`config.mk`:
```
export PLATFORM = sky130hd
export DESIGN_NAME = pmcg_top
export DESIGN_NICKNAME = d
export VERILOG_FILES = /design/src/verilog/pmcg_pkg.sv /design/src/verilog/pmcg_access_guard.sv /design/src/verilog/pmcg_clock_gate.sv /design/src/verilog/pmcg_top.sv
export VERILOG_INCLUDE_DIRS = /design/src /design/src/verilog
export SDC_FILE = /design/constraint.sdc
export NUM_CORES = 1
export LEC_CHECK = 0
export ABC_CLOCK_PERIOD_IN_PS = 3000
export BUFFER_PORTS_ARGS = -buffer_cell sky130_fd_sc_hd__buf_2
export CAP_MARGIN = 20
export CORE_MARGIN = 2
export CORE_UTILIZATION = 35
export CTS_CLUSTER_DIAMETER = 30
export CTS_CLUSTER_SIZE = 25
export DETAILED_ROUTE_END_ITERATION = 10
export PLACE_DENSITY_LB_ADDON = 0.08
export REMOVE_ABC_BUFFERS = 1
export SETUP_SLACK_MARGIN = 0.5
export SYNTH_ARGS = -nofsm -noshare
export SYNTH_HDL_FRONTEND = slang
export SYNTH_SLANG_ARGS = --single-unit
```
`constraint.sdc`:
```
create_clock -name clock -period 3 [get_ports clock]
set_input_delay 0.45 -clock clock [delete_from_list [all_inputs] [get_ports clock]]
set_output_delay 0.45 -clock clock [all_outputs]
set_load 0.01 [all_outputs]
```
`src/verilog/pmcg_consts.svh`:
```
// Offsets, field positions, masks and reset values of the module disable block
`ifndef PMCG_CONSTS_SVH
`define PMCG_CONSTS_SVH

// ----------------------------------------------------------------------
// Register indices (byte address is four times the index)
// ----------------------------------------------------------------------
`define PMCG_IDX_ONE       16'h0770
`define PMCG_IDX_TWO       16'h0772
`define PMCG_IDX_RUN_ONE   16'h0774
`define PMCG_IDX_RUN_TWO   16'h0776

// ----------------------------------------------------------------------
// Reset and idle values
// ----------------------------------------------------------------------
`define PMCG_RST_WORD      16'h0000
`define PMCG_RD_ZERO       32'h0000_0000
`define PMCG_HI_ZERO       16'h0000

// ----------------------------------------------------------------------
// Field positions, first disable register
// ----------------------------------------------------------------------
`define PMCG_TIMER5_OFF    15
`define PMCG_TIMER4_OFF    14
`define PMCG_TIMER3_OFF    13
`define PMCG_TIMER2_OFF    12
`define PMCG_TIMER1_OFF    11
`define PMCG_CODEC_OFF     8
`define PMCG_I2C_OFF       7
`define PMCG_UART2_OFF     6
`define PMCG_UART1_OFF     5
`define PMCG_SPI_OFF       3
`define PMCG_CAN_OFF       1
`define PMCG_CONVERTER_OFF 0

// ----------------------------------------------------------------------
// Field positions, second disable register
// ----------------------------------------------------------------------
`define PMCG_CAPTURE8_OFF  15
`define PMCG_CAPTURE7_OFF  14
`define PMCG_CAPTURE2_OFF  9
`define PMCG_CAPTURE1_OFF  8
`define PMCG_COMPARE4_OFF  3
`define PMCG_COMPARE3_OFF  2
`define PMCG_COMPARE2_OFF  1
`define PMCG_COMPARE1_OFF  0

// ----------------------------------------------------------------------
// Masks built from the positions
// ----------------------------------------------------------------------
`define PMCG_B(n) (16'h0001 << (n))
`define PMCG_IMPL_ONE (`PMCG_B(`PMCG_TIMER5_OFF) | `PMCG_B(`PMCG_TIMER4_OFF) | \
	`PMCG_B(`PMCG_TIMER3_OFF) | `PMCG_B(`PMCG_TIMER2_OFF) | `PMCG_B(`PMCG_TIMER1_OFF) | \
	`PMCG_B(`PMCG_CODEC_OFF) | `PMCG_B(`PMCG_I2C_OFF) | `PMCG_B(`PMCG_UART2_OFF) | \
	`PMCG_B(`PMCG_UART1_OFF) | `PMCG_B(`PMCG_SPI_OFF) | `PMCG_B(`PMCG_CAN_OFF) | \
	`PMCG_B(`PMCG_CONVERTER_OFF))
`define PMCG_IMPL_TWO (`PMCG_B(`PMCG_CAPTURE8_OFF) | `PMCG_B(`PMCG_CAPTURE7_OFF) | \
	`PMCG_B(`PMCG_CAPTURE2_OFF) | `PMCG_B(`PMCG_CAPTURE1_OFF) | \
	`PMCG_B(`PMCG_COMPARE4_OFF) | `PMCG_B(`PMCG_COMPARE3_OFF) | \
	`PMCG_B(`PMCG_COMPARE2_OFF) | `PMCG_B(`PMCG_COMPARE1_OFF))
`define PMCG_ABSENT_ONE (`PMCG_B(`PMCG_TIMER5_OFF) | `PMCG_B(`PMCG_TIMER4_OFF) | \
	`PMCG_B(`PMCG_CODEC_OFF))
`define PMCG_ABSENT_TWO (`PMCG_B(`PMCG_CAPTURE8_OFF) | `PMCG_B(`PMCG_CAPTURE7_OFF) | \
	`PMCG_B(`PMCG_COMPARE4_OFF) | `PMCG_B(`PMCG_COMPARE3_OFF))

`endif

```
`src/verilog/pmcg_pkg.sv`:
```
// Types and helpers shared by the module disable block
package pmcg_pkg;

	// One bit per peripheral slot
	typedef logic [15:0] pmcg_word_t;

	// Bus slave states
	typedef enum logic {st_idle, st_ack} pmcg_state_t;

	// Byte address match against a register index
	function automatic logic pmcg_hit(input logic [15:0] addr, input logic [15:0] idx);
		pmcg_hit = (addr == {idx[13:0], 2'b00});
	endfunction

	// Byte-lane merge of a write, unimplemented bits forced low
	function automatic pmcg_word_t pmcg_merge(input pmcg_word_t old, input pmcg_word_t wd,
		input logic [1:0] be, input pmcg_word_t impl);
		pmcg_word_t m;
		m = {be[1] ? wd[15:8] : old[15:8], be[0] ? wd[7:0] : old[7:0]};
		pmcg_merge = m & impl;
	endfunction

endpackage

```
`src/verilog/pmcg_access_guard.sv`:
```
// Blocks register access of peripherals whose clock is stopped
`timescale 1ns/1ns
`include "pmcg_consts.svh"
module pmcg_access_guard
(
	// Clock and reset
	input  wire logic                 clock,
	input  wire logic                 rst_n,
	// Effective enables and raw access strobes
	input  wire pmcg_pkg::pmcg_word_t run,
	input  wire pmcg_pkg::pmcg_word_t sfr_write,
	input  wire pmcg_pkg::pmcg_word_t sfr_read,
	// Qualified strobes
	output      pmcg_pkg::pmcg_word_t write_ok_r,
	output      pmcg_pkg::pmcg_word_t read_valid_r
);
	import pmcg_pkg::*;

	wire pmcg_word_t write_ok_nxt;
	wire pmcg_word_t read_valid_nxt;

	// A stopped module can neither take a write nor give a valid read
	assign write_ok_nxt   = sfr_write & run;
	assign read_valid_nxt = sfr_read & run;

	// Registered so the peripheral sees a clean strobe
	always_ff @(posedge clock)
	begin
		if (!rst_n)
		begin
			write_ok_r   <= `PMCG_RST_WORD;
			read_valid_r <= `PMCG_RST_WORD;
		end
		else
		begin
			write_ok_r   <= write_ok_nxt;
			read_valid_r <= read_valid_nxt;
		end
	end
endmodule // pmcg_access_guard

```
`src/verilog/pmcg_clock_gate.sv`:
```
// Registered clock enables for one group of peripherals
`timescale 1ns/1ns
`include "pmcg_consts.svh"
module pmcg_clock_gate
(
	// Clock and reset
	input  wire logic                 clock,
	input  wire logic                 rst_n,
	// Disable bits and the slots that exist
	input  wire pmcg_pkg::pmcg_word_t disable_bits,
	input  wire pmcg_pkg::pmcg_word_t present,
	// Enables for the clock gating cells
	output      pmcg_pkg::pmcg_word_t run_r
);
	import pmcg_pkg::*;

	wire pmcg_word_t run_nxt;

	// Runs only if the slot exists and its bit is clear
	assign run_nxt = ~disable_bits & present;

	// One register stage gives the one-cycle delay in both directions
	always_ff @(posedge clock)
	begin
		if (!rst_n)
			run_r <= present;     // All present peripherals run after reset
		else
			run_r <= run_nxt;
	end
endmodule // pmcg_clock_gate

```
`src/verilog/pmcg_top.sv`:
```
// Peripheral module disable registers with an Avalon-MM slave
`timescale 1ns/1ns
`include "pmcg_consts.svh"
//
// What this block does
// - Set bit stops all clocks of module
// - Disabled module ignores writes, reads invalid
// - Enabled only if bit clear and present
// - Both disable registers reset to zero
// - Set bit stops module one cycle later
// - Cleared bit restarts module one cycle later
// - First register holds timers, serial, codec, converter
// - Second register holds capture and compare bits
// - Absent-module bits stay read/write, control nothing
//
module pmcg_top
#(
	parameter bit SMALL_VARIANT = 1'b0
)
(
	// Clock and reset
	input  wire logic                 clock,
	input  wire logic                 rst_n,
	// Avalon-MM slave
	input  wire logic [15:0]          avs_address,
	input  wire logic                 avs_read,
	input  wire logic                 avs_write,
	input  wire logic [31:0]          avs_writedata,
	input  wire logic [3:0]           avs_byteenable,
	output      logic [31:0]          avs_readdata,
	output      logic                 avs_waitrequest,
	// Clock enables for the peripheral gating cells
	output      pmcg_pkg::pmcg_word_t run_one_r,
	output      pmcg_pkg::pmcg_word_t run_two_r,
	// Peripheral register strobes from the core
	input  wire pmcg_pkg::pmcg_word_t sfr_write_one,
	input  wire pmcg_pkg::pmcg_word_t sfr_read_one,
	input  wire pmcg_pkg::pmcg_word_t sfr_write_two,
	input  wire pmcg_pkg::pmcg_word_t sfr_read_two,
	// Qualified strobes to the peripherals
	output      pmcg_pkg::pmcg_word_t sfr_write_ok_one_r,
	output      pmcg_pkg::pmcg_word_t sfr_read_valid_one_r,
	output      pmcg_pkg::pmcg_word_t sfr_write_ok_two_r,
	output      pmcg_pkg::pmcg_word_t sfr_read_valid_two_r
);
	import pmcg_pkg::*;

	// ------------------------------------------------------------------
	// Declarations
	// ------------------------------------------------------------------
	pmcg_state_t state_r;
	pmcg_state_t state_nxt;
	logic        waitrequest_r;
	logic [31:0] readdata_r;
	pmcg_word_t  dis_one_r;
	pmcg_word_t  dis_two_r;
	pmcg_word_t  dis_one_nxt;
	pmcg_word_t  dis_two_nxt;

	wire         req;
	wire         hit_one;
	wire         hit_two;
	wire         hit_run_one;
	wire         hit_run_two;
	wire         commit;
	wire         commit_one;
	wire         commit_two;
	wire [15:0]  rd_word;
	wire [1:0]   wr_lanes;
	wire pmcg_word_t present_one;
	wire pmcg_word_t present_two;

	// ------------------------------------------------------------------
	// Variant presence
	// ------------------------------------------------------------------
	// Missing modules keep their bits but never get a clock
	assign present_one = SMALL_VARIANT ? (`PMCG_IMPL_ONE & ~`PMCG_ABSENT_ONE)
		: `PMCG_IMPL_ONE;
	assign present_two = SMALL_VARIANT ? (`PMCG_IMPL_TWO & ~`PMCG_ABSENT_TWO)
		: `PMCG_IMPL_TWO;

	// ------------------------------------------------------------------
	// Address decode
	// ------------------------------------------------------------------
	// Only the low two byte lanes carry register data
	assign req         = avs_read | avs_write;
	assign hit_one     = pmcg_hit(avs_address, `PMCG_IDX_ONE);
	assign hit_two     = pmcg_hit(avs_address, `PMCG_IDX_TWO);
	assign hit_run_one = pmcg_hit(avs_address, `PMCG_IDX_RUN_ONE);
	assign hit_run_two = pmcg_hit(avs_address, `PMCG_IDX_RUN_TWO);
	assign wr_lanes    = avs_byteenable[1:0];

	// A write lands only on the edge where waitrequest is seen low
	assign commit     = (state_r == st_ack) & avs_write;
	assign commit_one = commit & hit_one;
	assign commit_two = commit & hit_two;

	// ------------------------------------------------------------------
	// Read data selection
	// ------------------------------------------------------------------
	// Disable bits read back as written, absent slots included
	// Unmapped addresses read as zero rather than erroring the bus
	assign rd_word = hit_one     ? dis_one_r :
		hit_two     ? dis_two_r :
		hit_run_one ? run_one_r :
		hit_run_two ? run_two_r :
		`PMCG_HI_ZERO;

	// ------------------------------------------------------------------
	// Register write merge
	// ------------------------------------------------------------------
	// Unimplemented positions are masked off on write
	assign dis_one_nxt = commit_one
		? pmcg_merge(dis_one_r, avs_writedata[15:0], wr_lanes, `PMCG_IMPL_ONE)
		: dis_one_r;
	assign dis_two_nxt = commit_two
		? pmcg_merge(dis_two_r, avs_writedata[15:0], wr_lanes, `PMCG_IMPL_TWO)
		: dis_two_r;

	// ------------------------------------------------------------------
	// Slave state machine
	// ------------------------------------------------------------------
	// Fixed one wait cycle: simple, and the bench can count on it
	always_comb
	begin
		case (state_r)
			st_idle:
				state_nxt = req ? st_ack : st_idle;
			st_ack:
				state_nxt = st_idle;
			default:
				state_nxt = st_idle;
		endcase
	end

	// Bus handshake registers
	always_ff @(posedge clock)
	begin
		if (!rst_n)
		begin
			state_r       <= st_idle;
			waitrequest_r <= 1'b1;
			readdata_r    <= `PMCG_RD_ZERO;
		end
		else
		begin
			state_r       <= state_nxt;
			waitrequest_r <= (state_nxt != st_ack);
			readdata_r    <= {`PMCG_HI_ZERO, rd_word};
		end
	end

	// Disable registers, cleared by reset
	always_ff @(posedge clock)
	begin
		if (!rst_n)
		begin
			dis_one_r <= `PMCG_RST_WORD;
			dis_two_r <= `PMCG_RST_WORD;
		end
		else
		begin
			dis_one_r <= dis_one_nxt;
			dis_two_r <= dis_two_nxt;
		end
	end

	assign avs_readdata    = readdata_r;
	assign avs_waitrequest = waitrequest_r;

	// ------------------------------------------------------------------
	// Clock enables per register group
	// ------------------------------------------------------------------
	// Enables, not gated clocks: the gating cells sit in each peripheral
	pmcg_clock_gate u_gate_one
	(
		.clock        (clock),
		.rst_n        (rst_n),
		.disable_bits (dis_one_r),
		.present      (present_one),
		.run_r        (run_one_r)
	);

	pmcg_clock_gate u_gate_two
	(
		.clock        (clock),
		.rst_n        (rst_n),
		.disable_bits (dis_two_r),
		.present      (present_two),
		.run_r        (run_two_r)
	);

	// ------------------------------------------------------------------
	// Access guards for peripheral registers
	// ------------------------------------------------------------------
	// Guards use the live enable so they track the clock exactly
	pmcg_access_guard u_guard_one
	(
		.clock        (clock),
		.rst_n        (rst_n),
		.run          (run_one_r),
		.sfr_write    (sfr_write_one),
		.sfr_read     (sfr_read_one),
		.write_ok_r   (sfr_write_ok_one_r),
		.read_valid_r (sfr_read_valid_one_r)
	);

	pmcg_access_guard u_guard_two
	(
		.clock        (clock),
		.rst_n        (rst_n),
		.run          (run_two_r),
		.sfr_write    (sfr_write_two),
		.sfr_read     (sfr_read_two),
		.write_ok_r   (sfr_write_ok_two_r),
		.read_valid_r (sfr_read_valid_two_r)
	);
endmodule // pmcg_top
```
# Word level (Yosys, flattened, before mapping)
# Index checks and enable logic that the tools add are counted.
# word_totals
reg_bits	150
latch_bits	0
ramBits	0
romBits	0
input_bits	120
out_inout_bits	129
elab_cells	42
memories	0
# classes
add_sub_neg	0
multipliers	0
div_mod_pow	0
order_cmp	0
eq_ne	4
n_shift	0
n_mux	6
n_bitwise	12
n_reduce_logical	4
# op_table
operator	count
$and 16x16->16	4
$eq 16x13->1 const B	4
$mux 16	4
$not 16->16	2
$reduce_and 2->1	4
$and 1x1->1	3
$not 1->1	2
$pmux 1 s2	1
$mux 1	1
$or 1x1->1	1

# Longest topological paths before layout
# Gate-level depths: netlist of run 1.
# depth
ltp_word	5
depth_mapped	6

# By module
# From an unflattened synthesis of run 1, not the netlist that was laid out.
# hier_totals
hier_cells	398
hier_area_um2	4709.5
# modules_own_cells
mod	instances	cells_per_inst	area_each_um2	seq_area_each_um2
pmcg_top	1	198	1944.4	760.7
pmcg_access_guard	2	67	893.4	640.6
pmcg_clock_gate	2	33	489.2	320.3

# Worst setup path before layout of run 1
# No wires, ideal clock.
# synth_path
kind	input port to flip-flop
startpoint	in avs_address[3]
endpoint	reg dis_one_r[0]
setup_time_ns	0.120
t_arrival_ns	1.515
t_required_ns	2.880
path_slack_ns	1.365
path_stages	6
cell_sequence	buf_6 -> nor4_4 -> nand4_4 -> or2_1 -> buf_6 -> mux2i_1
# synth_via
elab_chain_cells	3
# synth_lines
item	line_no	source
from (decl)	pmcg_top.sv:25	input wire logic [15:0] avs_address,
$eq 16x13->1	pmcg_pkg.sv:12	pmcg_hit = (addr == {idx[13:0], 2'b00});
$and 1x1->1	pmcg_top.sv:95	assign commit_one = commit & hit_one;
$reduce_and 2->1 (no source line)	n/a	
to (signal assigned)	pmcg_top.sv:158	dis_one_r <= `PMCG_RST_WORD;
to (signal assigned)	pmcg_top.sv:163	dis_one_r <= dis_one_nxt;
to (decl)	pmcg_top.sv:55	pmcg_word_t dis_one_r;
# Every way passes these cells.
# A chain may end at the register's enable or synchronous reset.

# Final worst setup path of run 1
# layout_path
startpoint	in avs_address[3]
endpoint	reg readdata_r[8] (netlist: avs_readdata[8])
# layout_via
elab_chain_cells	5
word_cells_on_any_way	8
# layout_lines
item	line_no	source
$eq 16x13->1	pmcg_pkg.sv:12	
$mux 16 (no source line) (3 in a row)	n/a	
$mux 16 (no source line) (*)	n/a	
to (signal assigned)	pmcg_top.sv:143	readdata_r <= `PMCG_RD_ZERO;
to (signal assigned)	pmcg_top.sv:149	readdata_r <= {`PMCG_HI_ZERO, rd_word};
to (decl)	pmcg_top.sv:54	logic [31:0] readdata_r;
# Every way passes the cells marked *; elsewhere a longest branch is shown, timed or not.

==> results of run 1 <==
-- power by group through the flow --
| stage | registers, mW | clock network (mW) | logic (mW) |
|---|---|---|---|
| floorplan | 1.36 | 0 | 0.0647 |
| global placement | 1.34 | 0 | 0.183 |
| detailed placement | 1.34 | 0 | 0.186 |
| CTS | 1.31 | 0.865 | 0.186 |
| global route | 1.31 | 0.919 | 0.207 |
| finish | 1.31 | 0.834 | 0.184 |
-- worst max-delay path, cell delays in order --
cell,delay (ps)
buf_2,260
nor4b_1,400
nand4_1,250
nor2_1,510
a21o_1,200
-- layout make-up --
class / instances / area (µm²)
clock inverters: 6 / 56.3
well taps: 133 / 166
flip-flops and latches: 96 / 1920
diodes: 1 / 2.50
multi-input cells: 205 / 1230
fillers: 1009 / 5350
repair buffers: 152 / 766
clock buffers: 10 / 138
inverters: 2 / 7.51
-- state kept, by name, summed over array words and instances (netlist names) --
signal / flops
dis_one_r: 12
state_r: 1
u_guard_two.read_valid_r: 8
u_guard_two.write_ok_r: 8
u_gate_two.run_r: 8
u_gate_one.run_r: 12
avs_readdata: 14
dis_two_r: 8
u_guard_one.read_valid_r: 12
avs_waitrequest: 1
u_guard_one.write_ok_r: 12
-- logic make-up after synthesis --
logic type / share of synthesized area
other: 0.00109
and+or+nand+nor: 0.181
DFF: 0.559
buffers and inverters: 0.141
AOI/OAI and AO/OA: 0.0371
muxes: 0.0815
-- worst min path at each step --
stage,from,endpoint,slack (ps)
after floorplan,dis_two_r[2],u_gate_two.run_r[2],380
after global placement,dis_one_r[7],u_gate_one.run_r[7],390
after detailed placement,dis_two_r[14],u_gate_two.run_r[14],390
after CTS,sfr_read_two[3],u_guard_two.read_valid_r[3],290
after global routing,sfr_read_one[11],u_guard_one.read_valid_r[11],290
final,sfr_write_one[8],u_guard_one.write_ok_r[8],310
-- layer usage --
layer	vias to the layer above	part of all wire	routed length, µm
met5	-	0	0
li1	1272	-	-
met2	137	0.46	3560
met1	1175	0.42	3290
met3	9	0.11	839
met4	0	0.014	112
-- layout by cell type (no fill, tap or decap), types with 3 or more instances in the layout --
cell and n:
buf_2 150, mux2i_1 28, dfxtp_1 96, and4b_1 3, nand4_1 3, and3_1 40
clkbuf_8 10, a21o_1 6, inv_6 3, conb_1 54, a22oi_1 6, o22ai_1 6
nand2_1 34, nor2_1 10
==> metrics.md, run 1 <==
| Metric | Value |
|---|---|
| Met3 Resource Use GR | 0.0481 |
| Die extent in x | 103 µm |
| Final wirelength | 7.81 mm |
| Via/cell ratio | 4.29 |
| Fmax | 0.566 GHz |
| Die H | 103 µm |
| Starting Density | 0.357 |
| Clk_skew | 10.7 ps |
| PwrDens | 543 nW/µm² |
| Routability cong. | 0.695 |
| R2r startpoint | state_r |
| Util after Layout | 0.445 |
| Layout cell share with drive strength beyond 1 | 0.374 |
| Static Leak | 2.28 nW |
| CTS H-Tree Depth | 3 |
| Initial drt markers | 69 |
| RSZ-0062 raised after global routing | no |
| Setup TNS | 0 ps |
| Total number of vias | 2593 |
| Most common cell in the netlist | dfxtp_1 |
| Least-Margin Pin Slew | 573 ps |
| TritonCTS buffer count | 9 |
| Reg2reg end | dis_one_r[13] |
| Placed Area | 4090 µm² |
| Crit Path Max Fanout | 8 |
| Crit path launch type | input pin |
| CP Class | input pin to flop |
| Min Tclk post-route | 1770 ps |
| Switching part of the total | 0.258 |
| Post-route cell area | 4290 µm² |
| Hold Path Depth | 2 |
| Largest net degree at the start of global routing | 31 |
| Yosys warns | 0 |
| First-pass GRT wire length | 11.5 mm |
| Area delta synth->final | 24.7% |
| Combinational power share | 0.079 |
| Setup ws final | 1230 ps |
| CP required | 3300 ps |
| Arrival time of data at the critical path endpoint | 2070 ps |
| Vias in the first global route | 2306 |
| Initial antenna violation count | 1 |
| Top FF cell, synth | dfxtp_1 |
| Hold slack | 307 ps |
| Clk pin slew, worst setup/hold paths | 110 ps |
| Top cells by area, synth | dfxtp_1, buf_4, mux2i_1, and3_1, nand2_1 |
| Clk Tree Root Cell | clkbuf_8 |
| Clock power share | 0.358 |
| Area leader, netlist | dfxtp_1 |
| Clk buf depth | 2 |
| Hold buffer count at CTS | 0 |
| Avg WL per Cell | 12.9 µm |
| Post-CTS Setup Inserts | 0 |
| NetSw | 0.601 mW |
| Resize count post-CTS | 0 |
| Met1 Use GR | 0.184 |
| R2r setup slk | 1790 ps |
| Fin crit share | 0.589 |
| Path depth of the worst reg2reg path | 3 |
| Placed cell count | 588 |
| Final setup viols | 0 |
| DRT antenna net count | 0 |
| # rows | 36 |
| Post-Place Setup Slack | 796 ps |
| Avg Inst Size Synth | 10.9 µm² |
| HP Class | input pin to flop |
| Top-area cell type share of the netlist area | 0.559 |
| Final Max Slew Viols | 0 |
| Final hold vios | 0 |
| CTS tree | built |
| Total chip power | 2.33 mW |
| Die area | 10600 µm² |
| Max_cap viols | 0 |
| Internal | 1.73 mW |
| Met2 Use GR | 0.227 |
| Area of the mapped netlist | 3440 µm² |
| Synth Instances | 317 |
| IO Port Bufs | 150 |
| Worst-Skew Late Latency | 360 ps |
| Pre-antenna DRT Iters | 4 |
| Relative slew slack | 0.617 |
| Netlist cell types | 25 |
| Core area | 9640 µm² |
| Clock sink count | 96 |
| Yosys reg bits | 96 |
| Sequential share of the synthesized area | 0.559 |
| Overflow after GRT | 0 |
| Gr busiest metal | met2 |
| Status | completed |
| Post-synth ARST share | 0 |
| VDD IR max | 0.225 mV |
| Most common library cells after synthesis | dfxtp_1, buf_4, and3_1 |
| CP endpoint | avs_readdata[8] |
| Post-detail-place hpwl | 5.73 mm |
| Endpoint class of the critical path | flop |
| Seq pwr share | 0.563 |
| I/O pin count | 249 |
| GRT Overall Usage | 0.145 |
| Worst Setup SP | avs_address[3] |
| Fin nets | 586 |
| Drt drc | 0 |
| Non-Filler Instances | 605 |
| Post-synth EDFFs | 0 |
Note: power is estimated with default switching activity, not from simulation.
==> run 2: changes to the inputs <==
--- a/config.mk
+++ b/config.mk
@@ -6,7 +6,7 @@
 export SDC_FILE = /design/constraint.sdc
 export NUM_CORES = 1
 export LEC_CHECK = 0
-export ABC_CLOCK_PERIOD_IN_PS = 3000
+export ABC_CLOCK_PERIOD_IN_PS = 1600
 export BUFFER_PORTS_ARGS = -buffer_cell sky130_fd_sc_hd__buf_2
 export CAP_MARGIN = 20
 export CORE_MARGIN = 2
==> constraint.sdc (replaced) <==
create_clock -name clock -period 1.6 [get_ports clock]
set_input_delay 0.24 -clock clock [delete_from_list [all_inputs] [get_ports clock]]
set_output_delay 0.24 -clock clock [all_outputs]
set_load 0.01 [all_outputs]
==> run 2 against run 1 <==
- combinational power increased by 100%
- critical endpoint is now dis_one_r[5]
- count of clock-buffer cells in the layout increased by 2
- global-route usage increased by 0.13 points
- largest power group unchanged
- routed wire length increased by 5.7%
- sequential power increased by 87%
- utilization increased by 5.6 points
==> metrics.md, run 2 (synthesis gave the netlist of run 1 again) <==
| Metric | Value |
|---|---|
| Max_cap viols | 0 |
| Layout cell share with drive strength beyond 1 | 0.482 |
| Arrival time of data at the critical path endpoint | 1430 ps |
| VDD IR max | 0.369 mV |
| Clk pin slew, worst setup/hold paths | 90 ps |
| Final wirelength | 8.25 mm |
| First-pass GRT wire length | 11.6 mm |
| I/O pin count | 249 |
| CTS tree | built |
| CP Class | input pin to flop |
| Max FFs per register | 14 |
| Commonest non-fill, non-tap cell in the layout | buf_2 |
| Commonest cells after routing, fill and taps aside | buf_2, dfxtp_1, conb_1 |
| Final setup viols | 0 |
| Total number of vias | 2703 |
| Fin nets | 621 |
| GRT Overall Usage | 0.146 |
| Routability cong. | 0.710 |
| Post-detail-place hpwl | 5.98 mm |
| Max stage delay cell, worst path | or2_4 |
| Largest net degree at the start of global routing | 33 |
| Die H | 103 µm |
| Most used cell, CP | buf_4 |
| Placed Area | 4210 µm² |
| Worst-Skew Late Latency | 360 ps |
| Post-route cell area | 4830 µm² |
| Endpoint class of the critical path | flop |
| Core area | 9640 µm² |
| Clk_skew | 10.1 ps |
| Crit path launch type | input pin |
| Starting Density | 0.357 |
| HP Class | input pin to flop |
| # rows | 36 |
| Clk Tree Root Cell | clkbuf_8 |
| Vias in the first global route | 2385 |
| PwrDens | 905 nW/µm² |
| Initial drt markers | 37 |
| IO Port Bufs | 150 |
| Static Leak | 2.55 nW |
| Clk buf depth | 2 |
| Critical-path cell list | buf_6 > nor4b_4 > buf_4 > buf_4 > nand4_4 > or2_4 > mux2i_1 |
| Status | completed |
| Total chip power | 4.37 mW |
| Die extent in x | 103 µm |
| Min Tclk post-route | 1180 ps |
| Initial antenna violation count | 1 |
| Via/cell ratio | 4.22 |
| Avg WL per Cell | 12.9 µm |
| CP required | 1840 ps |
| Overflow after GRT | 0 |
| Final Max Slew Viols | 0 |
| Fmax | 0.844 GHz |
| Crit Path Max Fanout | 6 |
| Drt drc | 0 |
| CTS H-Tree Depth | 3 |
| Clock sink count | 96 |
| Pre-antenna DRT Iters | 4 |
| Fin crit share | 0.740 |
| DRT antenna net count | 0 |
| Final hold vios | 0 |
| TritonCTS buffer count | 9 |
| Slowest stage delay, CP | 330 ps |
| Die area | 10600 µm² |
| Area delta synth->final | 40.5% |
| RSZ-0062 raised after global routing | yes |
[run 2: layer usage]
metal | track usage | part of all wire
met1 | 0.182 | 0.44
met2 | 0.237 | 0.47
met3 | 0.0508 | 0.087
met4 | 0.0455 | 0.0075
met5 | 0 | 0
[run 2: worst max-delay path, delay by kind of cell]
| kind | cells | cell delay, ps |
|---|---|---|
| and+or+nand+nor | 3 | 680 |
| buffers and inverters | 3 | 370 |
| muxes | 1 | 140 |
[run 2: layout make-up]
cell class	count	area [µm²]
clock inverter	4	35.0
clock buffer	12	165
multi-input combinational	205	1310
antenna	1	2.50
inverter	2	7.51
fill	959	4810
timing repair buffer	187	1190
sequential	96	1960
tap	133	166
[run 2: what timing repair did]
item,4_1_cts,5_1_grt
pin swaps,8,9
cloned,0,0
setup buffers,13,7
endpoints found under the setup margin,52,50
hold buffers,0,0
gates resized for setup,33,39
[run 2: final timing paths]
kind                            endpoint       startpoint  cells after the start  slack [ps]
min          u_guard_two.read_valid_r[3]  sfr_read_two[3]                      2         100
min reg2reg          u_gate_two.run_r[8]     dis_two_r[8]                      1         410
max                         dis_one_r[5]  avs_address[14]                      7         420
max reg2reg                 dis_one_r[5]          state_r                      3         510
[run 2: stage by stage]
step	std cells	worst slack (ps)	setup TNS [ps]	utilization	hold WS, ps
3_5_place_dp	603	-125	-1530	0.436	391
3_3_place_gp	603	-90.2	-1020	0.436	384
4_1_cts	632	463	0	0.476	87.5
2_1_floorplan	303	169	0	-	328
6_report	640	416	0	0.501	104
5_1_grt	639	338	0	0.501	82.4
[run 2: where the power goes]
group | total [mW] | switching [mW] | internal (mW) | leakage (nW)
sequential | 2.45 | 0.0120 | 2.44 | 0.777
combinational | 0.374 | 0.204 | 0.170 | 1.67
clock | 1.55 | 0.842 | 0.707 | 0.103
total | 4.37 | 1.06 | 3.32 | 2.55
==> run 3: changes to the inputs <==
--- a/config.mk
+++ b/config.mk
@@ -6,7 +6,8 @@
 export SDC_FILE = /design/constraint.sdc
 export NUM_CORES = 1
 export LEC_CHECK = 0
-export ABC_CLOCK_PERIOD_IN_PS = 1600
+export ABC_AREA = 1
+export ABC_CLOCK_PERIOD_IN_PS = 1110
 export BUFFER_PORTS_ARGS = -buffer_cell sky130_fd_sc_hd__buf_2
 export CAP_MARGIN = 20
 export CORE_MARGIN = 2
==> constraint.sdc (replaced) <==
create_clock -name clock -period 1.11 [get_ports clock]
set_input_delay 0.1665 -clock clock [delete_from_list [all_inputs] [get_ports clock]]
set_output_delay 0.1665 -clock clock [all_outputs]
set_load 0.01 [all_outputs]
==> run 3 against run 2 <==
- count of clock-buffer cells in the layout is the same
- synthesized cell count grew 48%
- worst hold slack worse by 97 ps
- total power rose by 57%
- flip-flop and latch count unchanged
- sequential power grew 44%
- global-route usage up 1.8 points
- largest cell class unchanged
- largest power group unchanged
==> metrics.md, run 3 <==
| Metric | Value |
|---|---|
| Top-area cell type share of the netlist area | 0.511 |
| Yosys warns | 0 |
| Netlist cell types | 23 |
| Commonest non-fill, non-tap cell in the layout | buf_2 |
| PwrDens | 1140 nW/µm² |
| Most common library cells after synthesis | nand2_1, dfxtp_1, nor2_1 |
| IO Port Bufs | 150 |
| Path depth of the worst reg2reg path | 5 |
| Met2 Use GR | 0.288 |
| Most common cell in the netlist | nand2_1 |
| Post-synth ARST share | 0 |
| VDD IR max | 0.690 mV |
| Fmax | 0.991 GHz |
| CP Class | flop to output pin |
| Fin crit share | 0.909 |
| Sequential share of the synthesized area | 0.511 |
| Area delta synth->final | 59.7% |
| Clock sink count | 96 |
| # rows | 37 |
| Largest delay share family, worst path | flip-flops |
| R2r startpoint | state_r |
| CP required | 940 ps |
| Via/cell ratio | 4.44 |
| Crit path launch type | flop |
| Initial antenna violation count | 0 |
| I/O pin count | 249 |
| Arrival time of data at the critical path endpoint | 840 ps |
| Met3 Resource Use GR | 0.0460 |
| Clk buf depth | 2 |
| Final Max Slew Viols | 0 |
| Setup ws final | 101 ps |
| Clk Tree Root Cell | clkbuf_8 |
| Status | completed |
| TritonCTS buffer count | 9 |
| Crit Path Max Fanout | 2 |
| First-pass GRT wire length | 14.8 mm |
| Die H | 108 µm |
| Yosys reg bits | 96 |
| Fin nets | 793 |
| Min Tclk post-route | 1010 ps |
| Setup TNS | 0 ps |
| Layout cell share with drive strength beyond 1 | 0.527 |
| Endpoint class of the critical path | output pin |
| Post-Place Setup Slack | -187 ps |
| N_diodes | 0 |
| Clk pin slew, worst setup/hold paths | 90 ps |
| Top FF cell, synth | dfxtp_1 |
| Hold Path Depth | 3 |
| Buf/Inv on CP | 1 |
| Overflow after GRT | 0 |
| Worst-Skew Late Latency | 360 ps |
| Avg WL per Cell | 12.6 µm |
| Total number of vias | 3611 |
| Met1 Use GR | 0.193 |
| HP Class | input pin to flop |
| DRT antenna net count | 0 |
| CTS H-Tree Depth | 3 |
| Clk_skew | 7.83 ps |
| Pre-antenna DRT Iters | 6 |
| Static Leak | 2.88 nW |
| Final hold vios | 0 |
| Post-detail-place hpwl | 7.05 mm |
| Initial drt markers | 116 |
| Gr busiest metal | met2 |
| Largest net degree at the start of global routing | 21 |
| Placed cell count | 763 |
| Routability cong. | 0.800 |
| Slowest stage delay, CP | 370 ps |
| Reg2reg end | dis_one_r[15] |
| Post-synth EDFFs | 0 |
| Core area | 10400 µm² |
| Non-Filler Instances | 813 |
| GRT Overall Usage | 0.164 |
| Area leader, netlist | dfxtp_1 |
| Final setup viols | 0 |
| Max FFs per register | 14 |
| Starting Density | 0.363 |
| Vias in the first global route | 3173 |
| Hold Path Sink | u_guard_one.read_valid_r[5] |
| RSZ-0062 raised after global routing | yes |
| Final wirelength | 10.2 mm |
| Max_cap viols | 0 |
| Commonest cells after routing, fill and taps aside | buf_2, buf_6, dfxtp_1 |
| Avg Inst Size Synth | 8.00 µm² |
| Max stage delay cell, worst path | dfxtp_2 |
| Die area | 11600 µm² |
| CTS tree | built |
| R2r setup slk | 160 ps |
| Hold path startpoint | sfr_read_one[5] |
| Top cells by area, synth | dfxtp_1, buf_4, nand2_1, nor2_1, nand4_1 |
| Drt drc | 0 |
| Critical-path cell list | buf_6 |
| Die extent in x | 108 µm |
| Area of the mapped netlist | 3760 µm² |
| Synth Instances | 470 |
run 3: worst min-delay path: cells and delay by family:
family        cells  cell delay, ps
simple gates      1              30
buf+inv           2             130
run 3: kinds of logic after synthesis:
kind of cell | count (synthesis) | share of synthesized area
buffers and inverters | 113 | 0.172
AOI/OAI and AO/OA | 28 | 0.0393
other | 1 | 0.000997
and+or+nand+nor | 232 | 0.277
DFF | 96 | 0.511
run 3: routing by layer:
metal  vias to the layer above  share of wire
met1                      1677           0.40
met4                         0          0.015
met2                       138           0.52
li1                       1782              -
met5                         -              0
met3                        14          0.070
run 3: worst max path at each step:
stage | from | endpoint | slack [ps] | depth (start not counted)
after floorplan | avs_address[12] | dis_one_r[0] | -480 | 7
after global placement | avs_address[13] | avs_readdata[8] | -190 | 11
after detailed placement | avs_address[13] | avs_readdata[14] | -190 | 11
after CTS | u_gate_one.run_r[3] | run_one_r[3] | 90 | 1
after global routing | u_gate_one.run_r[11] | run_one_r[11] | 60 | 1
final | u_gate_one.run_r[11] | run_one_r[11] | 100 | 1
run 3: timing repair:
item	CTS	global route
setup endpoints to repair	118	145
resized for setup	108	133
gates cloned	1	1
buffers inserted	17	13
pin swaps	63	45
hold buffers	1	2
hold endpoints to repair	11	4
run 3: report_power, final:
group / switching, mW / internal, mW / leakage, nW
clock: 1.18 / 1.38 / 0.112
sequential: 0.0212 / 3.52 / 0.781
combinational: 0.429 / 0.322 / 1.98
run 3: stage by stage:
step / total power [mW] / hold slack [ps] / utilization / area, µm²
floorplan: 3.90 / 235 / - / 3480
global placement: 4.20 / 381 / 0.444 / 4600
detailed placement: 4.21 / 387 / 0.444 / 4600
CTS: 6.81 / -6.27 / 0.519 / 5380
global route: 7.14 / -3.83 / 0.579 / 6010
finish: 6.85 / 6.79 / 0.579 / 6010
run 3: cell type report:
cell class,instances,area [µm²]
timing repair buffer,208,1660
multi-input combinational,314,1790
tap,136,170
inverter,44,195
sequential,96,1970
clock inverter,3,65.1
fill,940,4360
clock buffer,12,155
